$ cat config.mk
export PLATFORM = sky130hd
export DESIGN_NAME = timer_unit
export DESIGN_NICKNAME = d
export VERILOG_FILES = /design/src/timer_family_pkg.sv /design/src/timer_unit.sv
export SDC_FILE = /design/constraint.sdc
export NUM_CORES = 1
export LEC_CHECK = 0
export ABC_CLOCK_PERIOD_IN_PS = 3400
export BUFFER_PORTS_ARGS = -buffer_cell sky130_fd_sc_hd__buf_2
export CAP_MARGIN = 30
export CORE_ASPECT_RATIO = 0.8
export CORE_UTILIZATION = 38
export DETAILED_ROUTE_END_ITERATION = 7
export MAX_ROUTING_LAYER = met4
export PLACE_DENSITY = 0.76
export SYNTH_ARGS = -nofsm -noshare
export SYNTH_HDL_FRONTEND = slang
export SYNTH_SLANG_ARGS = --single-unit
export TNS_END_PERCENT = 20
$ cat constraint.sdc
create_clock -name clk -period 3.4 [get_ports clk]
set_input_delay 0.51 -clock clk [delete_from_list [all_inputs] [get_ports clk]]
set_output_delay 0.51 -clock clk [all_outputs]
set_load 0.005 [all_outputs]
$ cat src/timer_family_pkg.sv
// Shared types and constants for the configurable timer family.
// Assumes one clock domain; configuration arrives as plain ports.
`default_nettype none
package timer_family_pkg;
   localparam int SYNC_STAGES = 3;
   localparam int DT_W = 8;
   localparam logic [31:0] CNT_RST = 32'h0000_0000;
   localparam logic [DT_W-1:0] DT_RST = 8'h00;

   typedef enum logic [2:0] {CNT_UP = 3'b001, CNT_DOWN = 3'b010, CNT_CENTRE = 3'b100} cnt_mode_t;
   typedef enum logic [3:0] {
      TRG_NONE = 4'b0001, TRG_RESTART = 4'b0010, TRG_GATE = 4'b0100, TRG_CLOCK = 4'b1000
   } trg_mode_t;
   typedef enum logic [4:0] {
      CH_OFF = 5'b00001, CH_CAPTURE = 5'b00010, CH_COMPARE = 5'b00100, CH_PWM = 5'b01000, CH_PULSE = 5'b10000
   } ch_mode_t;

   typedef struct packed {
      logic enable;
      logic onePulse;
      logic encoder;
      logic pllClk;
      logic dbgFreeze;
      logic dmaEn;
      logic outEn;
      cnt_mode_t cntMode;
      trg_mode_t trgMode;
      logic [DT_W-1:0] deadTime;
      logic [31:0] psc;
      logic [31:0] arr;
   } tim_cfg_t;

   typedef struct packed {
      ch_mode_t mode;
      logic [31:0] cmp;
   } ch_cfg_t;

   typedef struct packed {
      logic upd;
      logic trgOut;
      logic dma;
      logic adcReg;
      logic adcInj;
      logic dac;
   } tim_evt_t;
endpackage
`default_nettype wire

$ cat src/timer_unit.sv
// Parameterised timer covering the advanced, general, mid-range and basic variants.
// Assumes pins are asynchronous; trigger link and debug halt share clk.
`default_nettype none

module pin_sync3 #(
   parameter int W = 1
) (
   input wire logic clk,
   input wire logic arst_n,
   input wire logic [W-1:0] d,
   output logic [W-1:0] q
);
   logic [W-1:0] s1_r, s2_r, s3_r, q_r, qNxt;
   always_comb begin
      for (int i = 0; i < W; i++) begin
         qNxt[i] = (s2_r[i] == s3_r[i]) ? s3_r[i] : q_r[i];
      end
   end
   always_ff @(posedge clk or negedge arst_n) begin
      if (!arst_n) begin
         s1_r <= '0;
         s2_r <= '0;
         s3_r <= '0;
         q_r <= '0;
      end else begin
         s1_r <= d;
         s2_r <= s1_r;
         s3_r <= s2_r;
         q_r <= qNxt;
      end
   end
   assign q = q_r;
endmodule

module timer_unit
   import timer_family_pkg::*;
#(
   parameter int CNT_W = 16,
   parameter int PSC_W = 16,
   parameter int NUM_CH = 4,
   parameter bit CH_EN = 1'b1,
   parameter bit UPDOWN = 1'b1,
   parameter bit HAS_ENC = 1'b1,
   parameter bit HAS_COMP = 1'b0,
   parameter bit ADV = 1'b0
) (
   input wire logic clk,
   input wire logic arst_n,
   input wire tim_cfg_t cfg,
   input wire ch_cfg_t chCfg [NUM_CH],
   input wire logic trgIn,
   input wire logic pllTick,
   input wire logic [NUM_CH-1:0] capPin,
   input wire logic encA,
   input wire logic encB,
   input wire logic debugHalt,
   input wire logic updClr,
   input wire logic [NUM_CH-1:0] ccClr,
   output logic [CNT_W-1:0] count,
   output logic countDown,
   output logic running,
   output logic updFlag,
   output logic [NUM_CH-1:0] ccFlag,
   output logic [NUM_CH-1:0][CNT_W-1:0] capVal,
   output logic [NUM_CH-1:0] chOut,
   output logic chOutN,
   output tim_evt_t evt
);
   logic [NUM_CH+2:0] pinQ;
   logic [NUM_CH+2:0] pinPrev_r;
   logic [CNT_W-1:0] cnt_r, cntNxt, arrV;
   logic [PSC_W-1:0] psc_r, pscNxt, pscV;
   logic down_r, downNxt, run_r, runNxt, enPrev_r, updNow;
   logic freeze, srcEv, gateOk, advance, tick, goDown, aQ, bQ, pllQ, encEdge, pllEdge;

   pin_sync3 #(.W(NUM_CH + 3)) u_sync (
      .clk(clk),
      .arst_n(arst_n),
      .d({pllTick, encB, encA, capPin}),
      .q(pinQ)
   );

   assign aQ = pinQ[NUM_CH];
   assign bQ = pinQ[NUM_CH+1];
   assign pllQ = pinQ[NUM_CH+2];
   assign encEdge = aQ ^ pinPrev_r[NUM_CH];
   assign pllEdge = pllQ & ~pinPrev_r[NUM_CH+2];
   assign arrV = cfg.arr[CNT_W-1:0];
   assign pscV = cfg.psc[PSC_W-1:0];
   assign freeze = debugHalt & cfg.dbgFreeze;

   always_comb begin
      if (HAS_ENC && cfg.encoder) begin
         srcEv = encEdge;
      end else if (cfg.trgMode == TRG_CLOCK) begin
         srcEv = trgIn;
      end else if (ADV && cfg.pllClk) begin
         srcEv = pllEdge;
      end else begin
         srcEv = 1'b1;
      end
      gateOk = (cfg.trgMode != TRG_GATE) || trgIn;
      advance = run_r & srcEv & gateOk & ~freeze;
      tick = advance && (psc_r == pscV);
      if (HAS_ENC && cfg.encoder) begin
         goDown = (aQ == bQ);
      end else begin
         goDown = UPDOWN && ((cfg.cntMode == CNT_DOWN) || (cfg.cntMode == CNT_CENTRE && down_r));
      end
   end

   always_comb begin
      cntNxt = cnt_r;
      downNxt = down_r;
      pscNxt = psc_r;
      runNxt = run_r;
      updNow = 1'b0;
      if (advance) begin
         pscNxt = tick ? '0 : psc_r + 1'b1;
      end
      if (tick) begin
         if (UPDOWN && !cfg.encoder && cfg.cntMode == CNT_CENTRE) begin
            if (!down_r) begin
               if (cnt_r >= arrV) begin
                  downNxt = 1'b1;
                  cntNxt = (arrV != '0) ? arrV - 1'b1 : '0;
                  updNow = 1'b1;
               end else begin
                  cntNxt = cnt_r + 1'b1;
               end
            end else if (cnt_r == '0) begin
               downNxt = 1'b0;
               cntNxt = (arrV != '0) ? {{(CNT_W-1){1'b0}}, 1'b1} : '0;
               updNow = 1'b1;
            end else begin
               cntNxt = cnt_r - 1'b1;
            end
         end else if (goDown) begin
            if (cnt_r == '0) begin
               cntNxt = arrV;
               updNow = 1'b1;
            end else begin
               cntNxt = cnt_r - 1'b1;
            end
         end else if (cnt_r >= arrV) begin
            cntNxt = '0;
            updNow = 1'b1;
         end else begin
            cntNxt = cnt_r + 1'b1;
         end
      end
      if (updNow && cfg.onePulse && !cfg.encoder) begin
         runNxt = 1'b0;
      end
      if (cfg.enable && !enPrev_r) begin
         runNxt = 1'b1;
      end
      if (cfg.enable && cfg.trgMode == TRG_RESTART && trgIn && !freeze) begin
         cntNxt = goDown ? arrV : '0;
         pscNxt = '0;
         downNxt = 1'b0;
         runNxt = 1'b1;
         updNow = 1'b1;
      end
      if (!cfg.enable) begin
         runNxt = 1'b0;
         pscNxt = '0;
         updNow = 1'b0;
      end
   end

   always_ff @(posedge clk or negedge arst_n) begin
      if (!arst_n) begin
         cnt_r <= CNT_RST[CNT_W-1:0];
         psc_r <= '0;
         down_r <= 1'b0;
         run_r <= 1'b0;
         enPrev_r <= 1'b0;
         pinPrev_r <= '0;
      end else begin
         cnt_r <= cntNxt;
         psc_r <= pscNxt;
         down_r <= downNxt;
         run_r <= runNxt;
         enPrev_r <= cfg.enable;
         pinPrev_r <= pinQ;
      end
   end

   logic [NUM_CH-1:0] ref_r, refNxt, ccSet, flag_r, flagNxt, out_r, outNxt;
   logic [NUM_CH-1:0][CNT_W-1:0] cap_r, capNxt;

   for (genvar i = 0; i < NUM_CH; i++) begin : g_ch
      logic [CNT_W-1:0] cmpV;
      logic match, capEdge;
      assign cmpV = chCfg[i].cmp[CNT_W-1:0];
      assign match = tick && (cnt_r == cmpV);
      assign capEdge = pinQ[i] & ~pinPrev_r[i];
      always_comb begin
         refNxt[i] = 1'b0;
         ccSet[i] = 1'b0;
         capNxt[i] = cap_r[i];
         if (CH_EN) begin
            unique case (chCfg[i].mode)
               CH_OFF: refNxt[i] = 1'b0;
               CH_CAPTURE: begin
                  ccSet[i] = capEdge;
                  capNxt[i] = capEdge ? cnt_r : cap_r[i];
               end
               CH_COMPARE: begin
                  ccSet[i] = match;
                  refNxt[i] = ref_r[i] ^ match;
               end
               CH_PWM: begin
                  ccSet[i] = match;
                  refNxt[i] = cfg.enable && (cnt_r < cmpV);
               end
               CH_PULSE: begin
                  ccSet[i] = match;
                  refNxt[i] = run_r && (cnt_r >= cmpV);
               end
               default: refNxt[i] = 1'b0;
            endcase
         end
         flagNxt[i] = ccSet[i] | (flag_r[i] & ~ccClr[i]);
      end
   end

   logic [DT_W-1:0] dt_r, dtNxt;
   logic refPrev_r, outN_r, outNNxt, updFlag_r, updFlagNxt, offForce;
   tim_evt_t evt_r, evtNxt;

   always_comb begin
      offForce = !cfg.outEn || (ADV && freeze);
      dtNxt = dt_r;
      if (HAS_COMP) begin
         if (ref_r[0] != refPrev_r) begin
            dtNxt = cfg.deadTime;
         end else if (dt_r != '0) begin
            dtNxt = dt_r - 1'b1;
         end
      end
      outNxt = offForce ? '0 : ref_r;
      outNNxt = 1'b0;
      if (HAS_COMP && !offForce) begin
         outNxt[0] = ref_r[0] && (dtNxt == '0);
         outNNxt = !ref_r[0] && (dtNxt == '0) && cfg.enable;
      end
      updFlagNxt = updNow | (updFlag_r & ~updClr);
      evtNxt.upd = updNow;
      evtNxt.trgOut = updNow;
      evtNxt.dma = cfg.dmaEn && (updNow || (ccSet != '0));
      evtNxt.adcReg = updNow;
      evtNxt.adcInj = ADV && (updNow || (ccSet != '0));
      evtNxt.dac = updNow;
   end

   always_ff @(posedge clk or negedge arst_n) begin
      if (!arst_n) begin
         ref_r <= '0;
         flag_r <= '0;
         cap_r <= '0;
         out_r <= '0;
         outN_r <= 1'b0;
         dt_r <= DT_RST;
         refPrev_r <= 1'b0;
         updFlag_r <= 1'b0;
         evt_r <= '0;
      end else begin
         ref_r <= refNxt;
         flag_r <= flagNxt;
         cap_r <= capNxt;
         out_r <= outNxt;
         outN_r <= outNNxt;
         dt_r <= dtNxt;
         refPrev_r <= ref_r[0];
         updFlag_r <= updFlagNxt;
         evt_r <= evtNxt;
      end
   end

   assign count = cnt_r;
   assign countDown = goDown;
   assign running = run_r;
   assign updFlag = updFlag_r;
   assign ccFlag = flag_r;
   assign capVal = cap_r;
   assign chOut = out_r;
   assign chOutN = outN_r;
   assign evt = evt_r;

   a_psc_tick: assert property (@(posedge clk) disable iff (!arst_n)
      tick |-> psc_r == pscV && advance) else $error("Tick without full prescale");
   a_up_reload: assert property (@(posedge clk) disable iff (!arst_n)
      tick && !goDown && cfg.cntMode == CNT_UP && cnt_r >= arrV && cfg.enable && trgIn == 1'b0
      |=> cnt_r == '0 && updFlag_r) else $error("Up reload missing");
   a_freeze_hold: assert property (@(posedge clk) disable iff (!arst_n)
      freeze && $past(freeze) && cfg.enable && cfg.trgMode != TRG_RESTART |=> $stable(cnt_r))
      else $error("Counter moved while frozen");
   a_freeze_off: assert property (@(posedge clk) disable iff (!arst_n)
      ADV && freeze |=> out_r == '0 && !outN_r) else $error("Outputs live while frozen");
   a_dead_gap: assert property (@(posedge clk) disable iff (!arst_n)
      HAS_COMP && $rose(out_r[0]) |-> !$past(outN_r) && !outN_r) else $error("Pair overlap");
   a_pair_excl: assert property (@(posedge clk) disable iff (!arst_n)
      !(out_r[0] && outN_r && HAS_COMP)) else $error("Both pair outputs high");
   a_one_pulse: assert property (@(posedge clk) disable iff (!arst_n)
      updNow && cfg.onePulse && !cfg.encoder && cfg.trgMode != TRG_RESTART && $stable(cfg.enable)
      |=> !run_r) else $error("One-pulse did not stop");
   a_flag_sticky: assert property (@(posedge clk) disable iff (!arst_n)
      updFlag_r && !updClr |=> updFlag_r) else $error("Update flag lost");
   a_evt_pulse: assert property (@(posedge clk) disable iff (!arst_n)
      evt_r.upd |-> $past(updNow) && evt_r.dac && evt_r.adcReg && evt_r.trgOut)
      else $error("Event outputs disagree");
   a_centre_turn: assert property (@(posedge clk) disable iff (!arst_n)
      UPDOWN && tick && cfg.cntMode == CNT_CENTRE && !cfg.encoder && !down_r && cnt_r >= arrV
      && cfg.trgMode != TRG_RESTART ##1 cfg.enable |-> down_r) else $error("Centre did not turn");
   a_up_only: assert property (@(posedge clk) disable iff (!arst_n)
      !UPDOWN && !HAS_ENC |-> !goDown) else $error("Up-only variant counted down");
endmodule
`default_nettype wire

Yosys cells after proc, flatten, opt, wreduce, memory -nomap -nowiden
Index checks and enable logic that the tools add are counted.

Logic and storage cells: 193. Input bits: 250. Bits in registers: 146.

Bitwise logic cells: 33. Eq/ne operators: 35. Muxes and demuxes: 45. Reductions and logical operators: 42. Magnitude comparators: 9. Add/subtract/negate cells: 4.

Operators by type and width (number): 16-bit two-way mux (15); 16-bit == test (5); 16-bit >= comparator (5); 16-bit less-than comparator (4); 16-bit by 1-bit adder with 16-bit output, second input constant (2); 16-bit by 1-bit subtractor with 16-bit output, second input constant (2); 1-bit logical AND (22); 1-bit two-way mux (21); 5-bit by 2-bit == test with 1-bit output, second input constant (4); 5-bit by 3-bit == test with 1-bit output, second input constant (4); 5-bit by 4-bit == test with 1-bit output, second input constant (4); 5-bit == test, second input constant (4); 16-bit zero test (1); 16-bit nonzero test (1); 1-bit AND (13); 1-bit one-hot mux with 3 select lines (4); 3-bit OR reduction (4); 1-bit inverter (10); 2-bit AND reduction (5); 1-bit one-hot mux with 2 select lines (4); 1-bit == test (7); 1-bit bitwise OR (5); 1-bit bitwise XOR (5); 4-bit by 2-bit == test with 1-bit output, second input constant (1); 11 further kinds (16).

Logic depth before layout (Yosys ltp)
Word-level depth: 14. Depth in mapped cells: 12.

Modules after synthesis
From an unflattened synthesis, not the netlist that was laid out.

Cell total of the unflattened synthesis: 1028. Area total of the unflattened synthesis: 9711.8 um2.

Modules (own cells, without submodules): timer_unit (area an instance 8932.3 um2, instances 1, cells an instance 993); pin_sync3 (area an instance 779.5 um2, instances 1, cells an instance 35).

Worst setup path before layout
No wires, ideal clock.

Kind: reg-to-reg. Start: reg cnt_r[0], in the netlist count[0]. End: reg cnt_r[0], in the netlist count[0]. Buffers on the path: 2. Arrival time: 2563 ps. Library setup time: 137 ps. Data required time: 3263 ps. Cell stages (with the launch flop): 12. Slack: 700 ps. Period minus slack after synthesis: 2700 ps. Cells stage by stage: dfrtp_1 > inv_1 > ha_1 > nand2b_1 > a2111o_1 > a211oi_2 > o21ai_2 > buf_4 > buf_2 > o211ai_1 > nand4_1 > a2bb2oi_1.

Longest elaborated chain between the ends: 6. Elaborated cells between the ends (all ways): 13. Those cells by class: 2 x add/sub; 1 x order compare; 9 x mux; 1 x reduce/logical.

RTL lines: start: declaration (RTL line timer_unit.sv:71) `logic [CNT_W-1:0] cnt_r, cntNxt, arrV;`; start signal: assignment (RTL line timer_unit.sv:174) `cnt_r <= CNT_RST[CNT_W-1:0];`; start signal: assignment (RTL line timer_unit.sv:181) `cnt_r <= cntNxt;`; 16-bit by 1-bit adder with 16-bit output (tied with other cells) (RTL line timer_unit.sv:129, timer_unit.sv:149); 16-bit two-way mux, on equally long branches; 16-bit two-way mux, on equally long branches (RTL line timer_unit.sv:138, timer_unit.sv:123); 16-bit two-way mux * (RTL line timer_unit.sv:122) `if (UPDOWN && !cfg.encoder && cfg.cntMode == CNT_CENTRE) begin`; 16-bit two-way mux * (RTL line timer_unit.sv:121) `if (tick) begin`; 16-bit two-way mux * (RTL line timer_unit.sv:158) `if (cfg.enable && cfg.trgMode == TRG_RESTART && trgIn && !freeze) begin`.

Mark *: on every way between the ends. The rest lies on a longest branch, timed or not. The select of a mux whose other input is x is not followed. A chain may end at the register's enable or synchronous reset.

Worst setup path in the final report
Start: reg cnt_r[7], in the netlist count[7]. End: reg cnt_r[4], in the netlist count[4].

Longest elaborated chain between the ends: 6. Elaborated cells between the ends (all ways): 11. Those cells by class: 1 x order compare; 9 x mux; 1 x reduce/logical.

RTL lines (RTL line): 16-bit >= comparator / 16-bit zero test (equally long branches); 16-bit two-way mux, on equally long branches; 16-bit two-way mux, on equally long branches (timer_unit.sv:138, timer_unit.sv:123); 16-bit two-way mux * (timer_unit.sv:122); 16-bit two-way mux * (timer_unit.sv:121); 16-bit two-way mux * (timer_unit.sv:158).

Marked as above.

==> summary.txt <==
Outcome
  – Status: complete, no violations

Global route
  – Grt ovf: 0
  – Largest net degree at the start of global routing: 87
  – First-pass GRT wire length: 50030 microns
  – Initial antenna violation count: 2
  – Total global-route track usage: 26.23%
  – Vias in the first global route: 8971

Route
  – Routed WL: 32320 microns
  – Antenna-violating nets left: 0
  – DR DRC count: 0
  – Drt wl/cell: 19.77 microns
  – Starting DRT DRC Count: ~730
  – First-pass DRT Iterations: 5
  – DR vias/cell: 5.599
  – Vias: 9154

Clocking
  – H-tree depth: 4
  – Clock transition at path regs: 0.07 ns
  – Number of buffers created by CTS: 17
  – Later-pin clock latency in the skew report: 0.43 ns
  – Post-CTS sizing: 0
  – Clock Tree Buf Depth: 2
  – CTS tree: yes
  – Clock Sinks: 143
  – Post-CTS setup buffer count: 0
  – CTS Hold Buffers Added: 0
  – Clock Root Buffer: clkbuf_16

Critical path
  – Setup CP Type: reg -> reg
  – CP Capture Type: flop
  – CP Buf/Inv Count: 1
  – CP Max Fanout: 12
  – Most frequent CP cell: a21oi_1
  – Delay-heaviest family, CP: compound AO/OA/AOI/OAI gates
  – Critical Path RT: between 3 and 4 ns
  – R2r setup slk: 0.43 ns
  – Worst-path cell chain: ha_1 > nand4_1 > a21oi_1 > a211oi_2 > o21ai_2 > buf_4 > nor3_1 > o22ai_1 > a21oi_1 > o32a_1
  – Reg2reg end: count[4]
  – RR Startpoint: count[7]
  – Worst reg2reg path depth: 10
  – CP startpoint kind: flop
  – WP data arrival: between 3 and 4 ns
  – Slowest Stage Delay on Critical Path: 0.54 ns
  – Worst path slowest cell: dfrtp_1

Job
  – Max-cap viol count: 0

Floorplanning
  – Die Y: about 140 microns
  – Overall die area: 25990 sq um
  – Placement Rows: 51
  – Starting Density: 39.10%
  – Die X: 180.0 microns
  – Top Ports: 348
  – Core area: 24630 sq um

Synthesis
  – FF+latch count, synth: 143
  – Top FF cell, synth: dfrtp_1
  – EDFF count, synth: 0
  – Post-Syn Area: 9630 sq um
  – Synth cell types: just under 80
  – Seq/Total Area, Yosys: 37.16%
  – Synth Instances: 1039
  – Synthesis warning total: 0
  – Synthesized area per cell: 9.269 sq um
  – Async set-or-reset flop fraction in the synthesized netlist: 100.0%

Timing
  – Fin. Hold Viols: 0
  – Max-slew headroom: 40.52%
  – Fmax: ~0.34 GHz
  – Max-slew violations: 0
  – Setup-failing EPs final: 0
  – Post-route setup TNS: 0 ns
  – Worst Skew: 0.01115 ns
  – RSZ-0062 raised after global routing: false
  – Worst hold slack: 0.1617 ns
  – Final min period: 2.967 ns
  – Period Utilization, post-route: 87.26%
  – Least-Margin Pin Slew: about 0.89 ns

Placement
  – I/O Buffers: roughly 240
  – DP HPWL: around 24000 microns
  – RePlAce Congestion: 0.9478

Final layout
  – Layout cells sized above 1: between 20% and 30%
  – Area Overhead vs Synth: 25.01%
  – FF/Latch Area: 3578 sq um
  – Multi-input logic area: 5477 sq um
  – Fillcell total: 2317
  – Post-layout net count: 1637

Pwr
  – PwrDens: 516.5 nW/um^2
  – Worst vdd ir: about 0.33 mV
  – Leakage: 6.278 nW

Hold path
  – Worst min path class: in -> async
==> power by group <==
group | switching, mW | internal [mW] | total (mW) | leakage, nW
clock | 0.830 | 1.24 | 2.07 | 0.303
sequential | 0.203 | 1.88 | 2.08 | 1.87
combinational | 1.17 | 0.889 | 2.06 | 4.10
==> sequential cells by signal, indices dropped and copies added, names as in the netlist <==
register and cells:
pinPrev_r 5, capVal 64, down_r 1, u_sync.q 6, chOut 4, evt 2, psc_r 16, count 16
updFlag 1, ccFlag 4, running 1, u_sync.s1_r 6, ref_r 4, enPrev_r 1, u_sync.s2_r 6, u_sync.s3_r 6
==> synth_stat cells (all sizes together) (13+ instances only) <==
cell,n,area (sq um)
nor3,28,145.1
a21oi,40,204.0
inv,92,345.3
ha,85,1064
a31oi,13,81.33
nor2,76,285.3
nand4,34,212.7
xnor2,51,446.7
a21o,24,180.2
nand3,35,175.2
mux2,52,585.6
clkbuf,24,91.33
dfrtp,143,3578
and3,17,106.4
xor2,19,166.4
o21ai,55,282.8
nand2,72,270.3
buf,23,138.9
==> how the worst max path moves through the flow <==
stage,startpoint,endpoint,slack (ns),cells after the start
5_1_grt,count[7],count[4],0.39,10
3_3_place_gp,cfg[0],count[0],0.31,10
4_1_cts,count[7],count[4],0.48,10
2_1_floorplan,count[0],count[0],0.70,11
3_5_place_dp,cfg[0],count[0],0.33,10
6_report,count[7],count[4],0.43,10
==> cell families after synthesis <==
family                     Yosys count  synth area share [%]
muxes                               57                 6.600
and+or+nand+nor                    332                 17.75
adders and majority gates           91                 11.67
buffers and inverters              140                 6.015
DFF                                143                 37.16
xor gates and xnor gates            70                 6.366
other                                1               0.03894
AOI/OAI and AO/OA                  205                 14.41
==> area by class of cell <==
cell class / count / area share, %
well taps: 318 / 3.305
clock buffers: 18 / 3.565
diodes: 2 / 0.04157
multi-input cells: 757 / 45.49
repair buffers: 290 / 13.27
inverters: 93 / 2.900
flip-flops and latches: 143 / 29.72
clock inverters: 14 / 1.704
==> worst register-to-register path, stage by stage, from the launching register on <==
cell      delay (ns)
dfrtp_1         0.54
ha_1            0.38
nand4_1         0.09
a21oi_1         0.20
a211oi_2        0.13
o21ai_2         0.55
buf_4           0.25
nor3_1          0.05
o22ai_1         0.23
a21oi_1         0.10
o32a_1          0.35
==> stage by stage <==
| stage | instance area, sq um | power (mW) | utilization, % | cells | worst slack (ns) |
|---|---|---|---|---|---|
| 2_1_floorplan | 9634 | 3.259 | - | 1040 | 0.6999 |
| 3_3_place_gp | 11400 | 4.067 | 46.28 | 1601 | 0.3116 |
| 3_5_place_dp | 11400 | 4.138 | 46.28 | 1601 | 0.3340 |
| 4_1_cts | 12030 | 6.239 | 48.86 | 1633 | 0.4838 |
| 5_1_grt | 12040 | 6.576 | 48.88 | 1635 | 0.3851 |
| 6_report | 12040 | 6.218 | 48.88 | 1635 | 0.4331 |
==> cell usage in the layout (no fill, tap or decap), drive strengths merged, types with 8 or more instances in the layout <==
cell type / instances
a21o: 24
a21oi: 40
a31oi: 13
and2: 8
and3: 17
buf: 290
clkbuf: 18
dfrtp: 143
ha: 85
inv: 97
mux2: 52
nand2: 72
nand2b: 8
nand3: 35
nand4: 34
nor2: 76
nor2b: 9
nor3: 28
nor4: 11
o21ai: 55
or3: 9
xnor2: 51
xor2: 19
==> routing by layer <==
| layer | GRT usage, % | part of all wire, % | vias up |
|---|---|---|---|
| li1 | - | - | 4244 |
| met5 | - | 0 | - |
| met4 | 7.486 | 1.8 | 0 |
| met1 | 33.91 | 44 | 4388 |
| met3 | 5.641 | 9.1 | 51 |
| met2 | 41.47 | 45 | 471 |
Note: power is estimated with default switching activity, not from simulation.
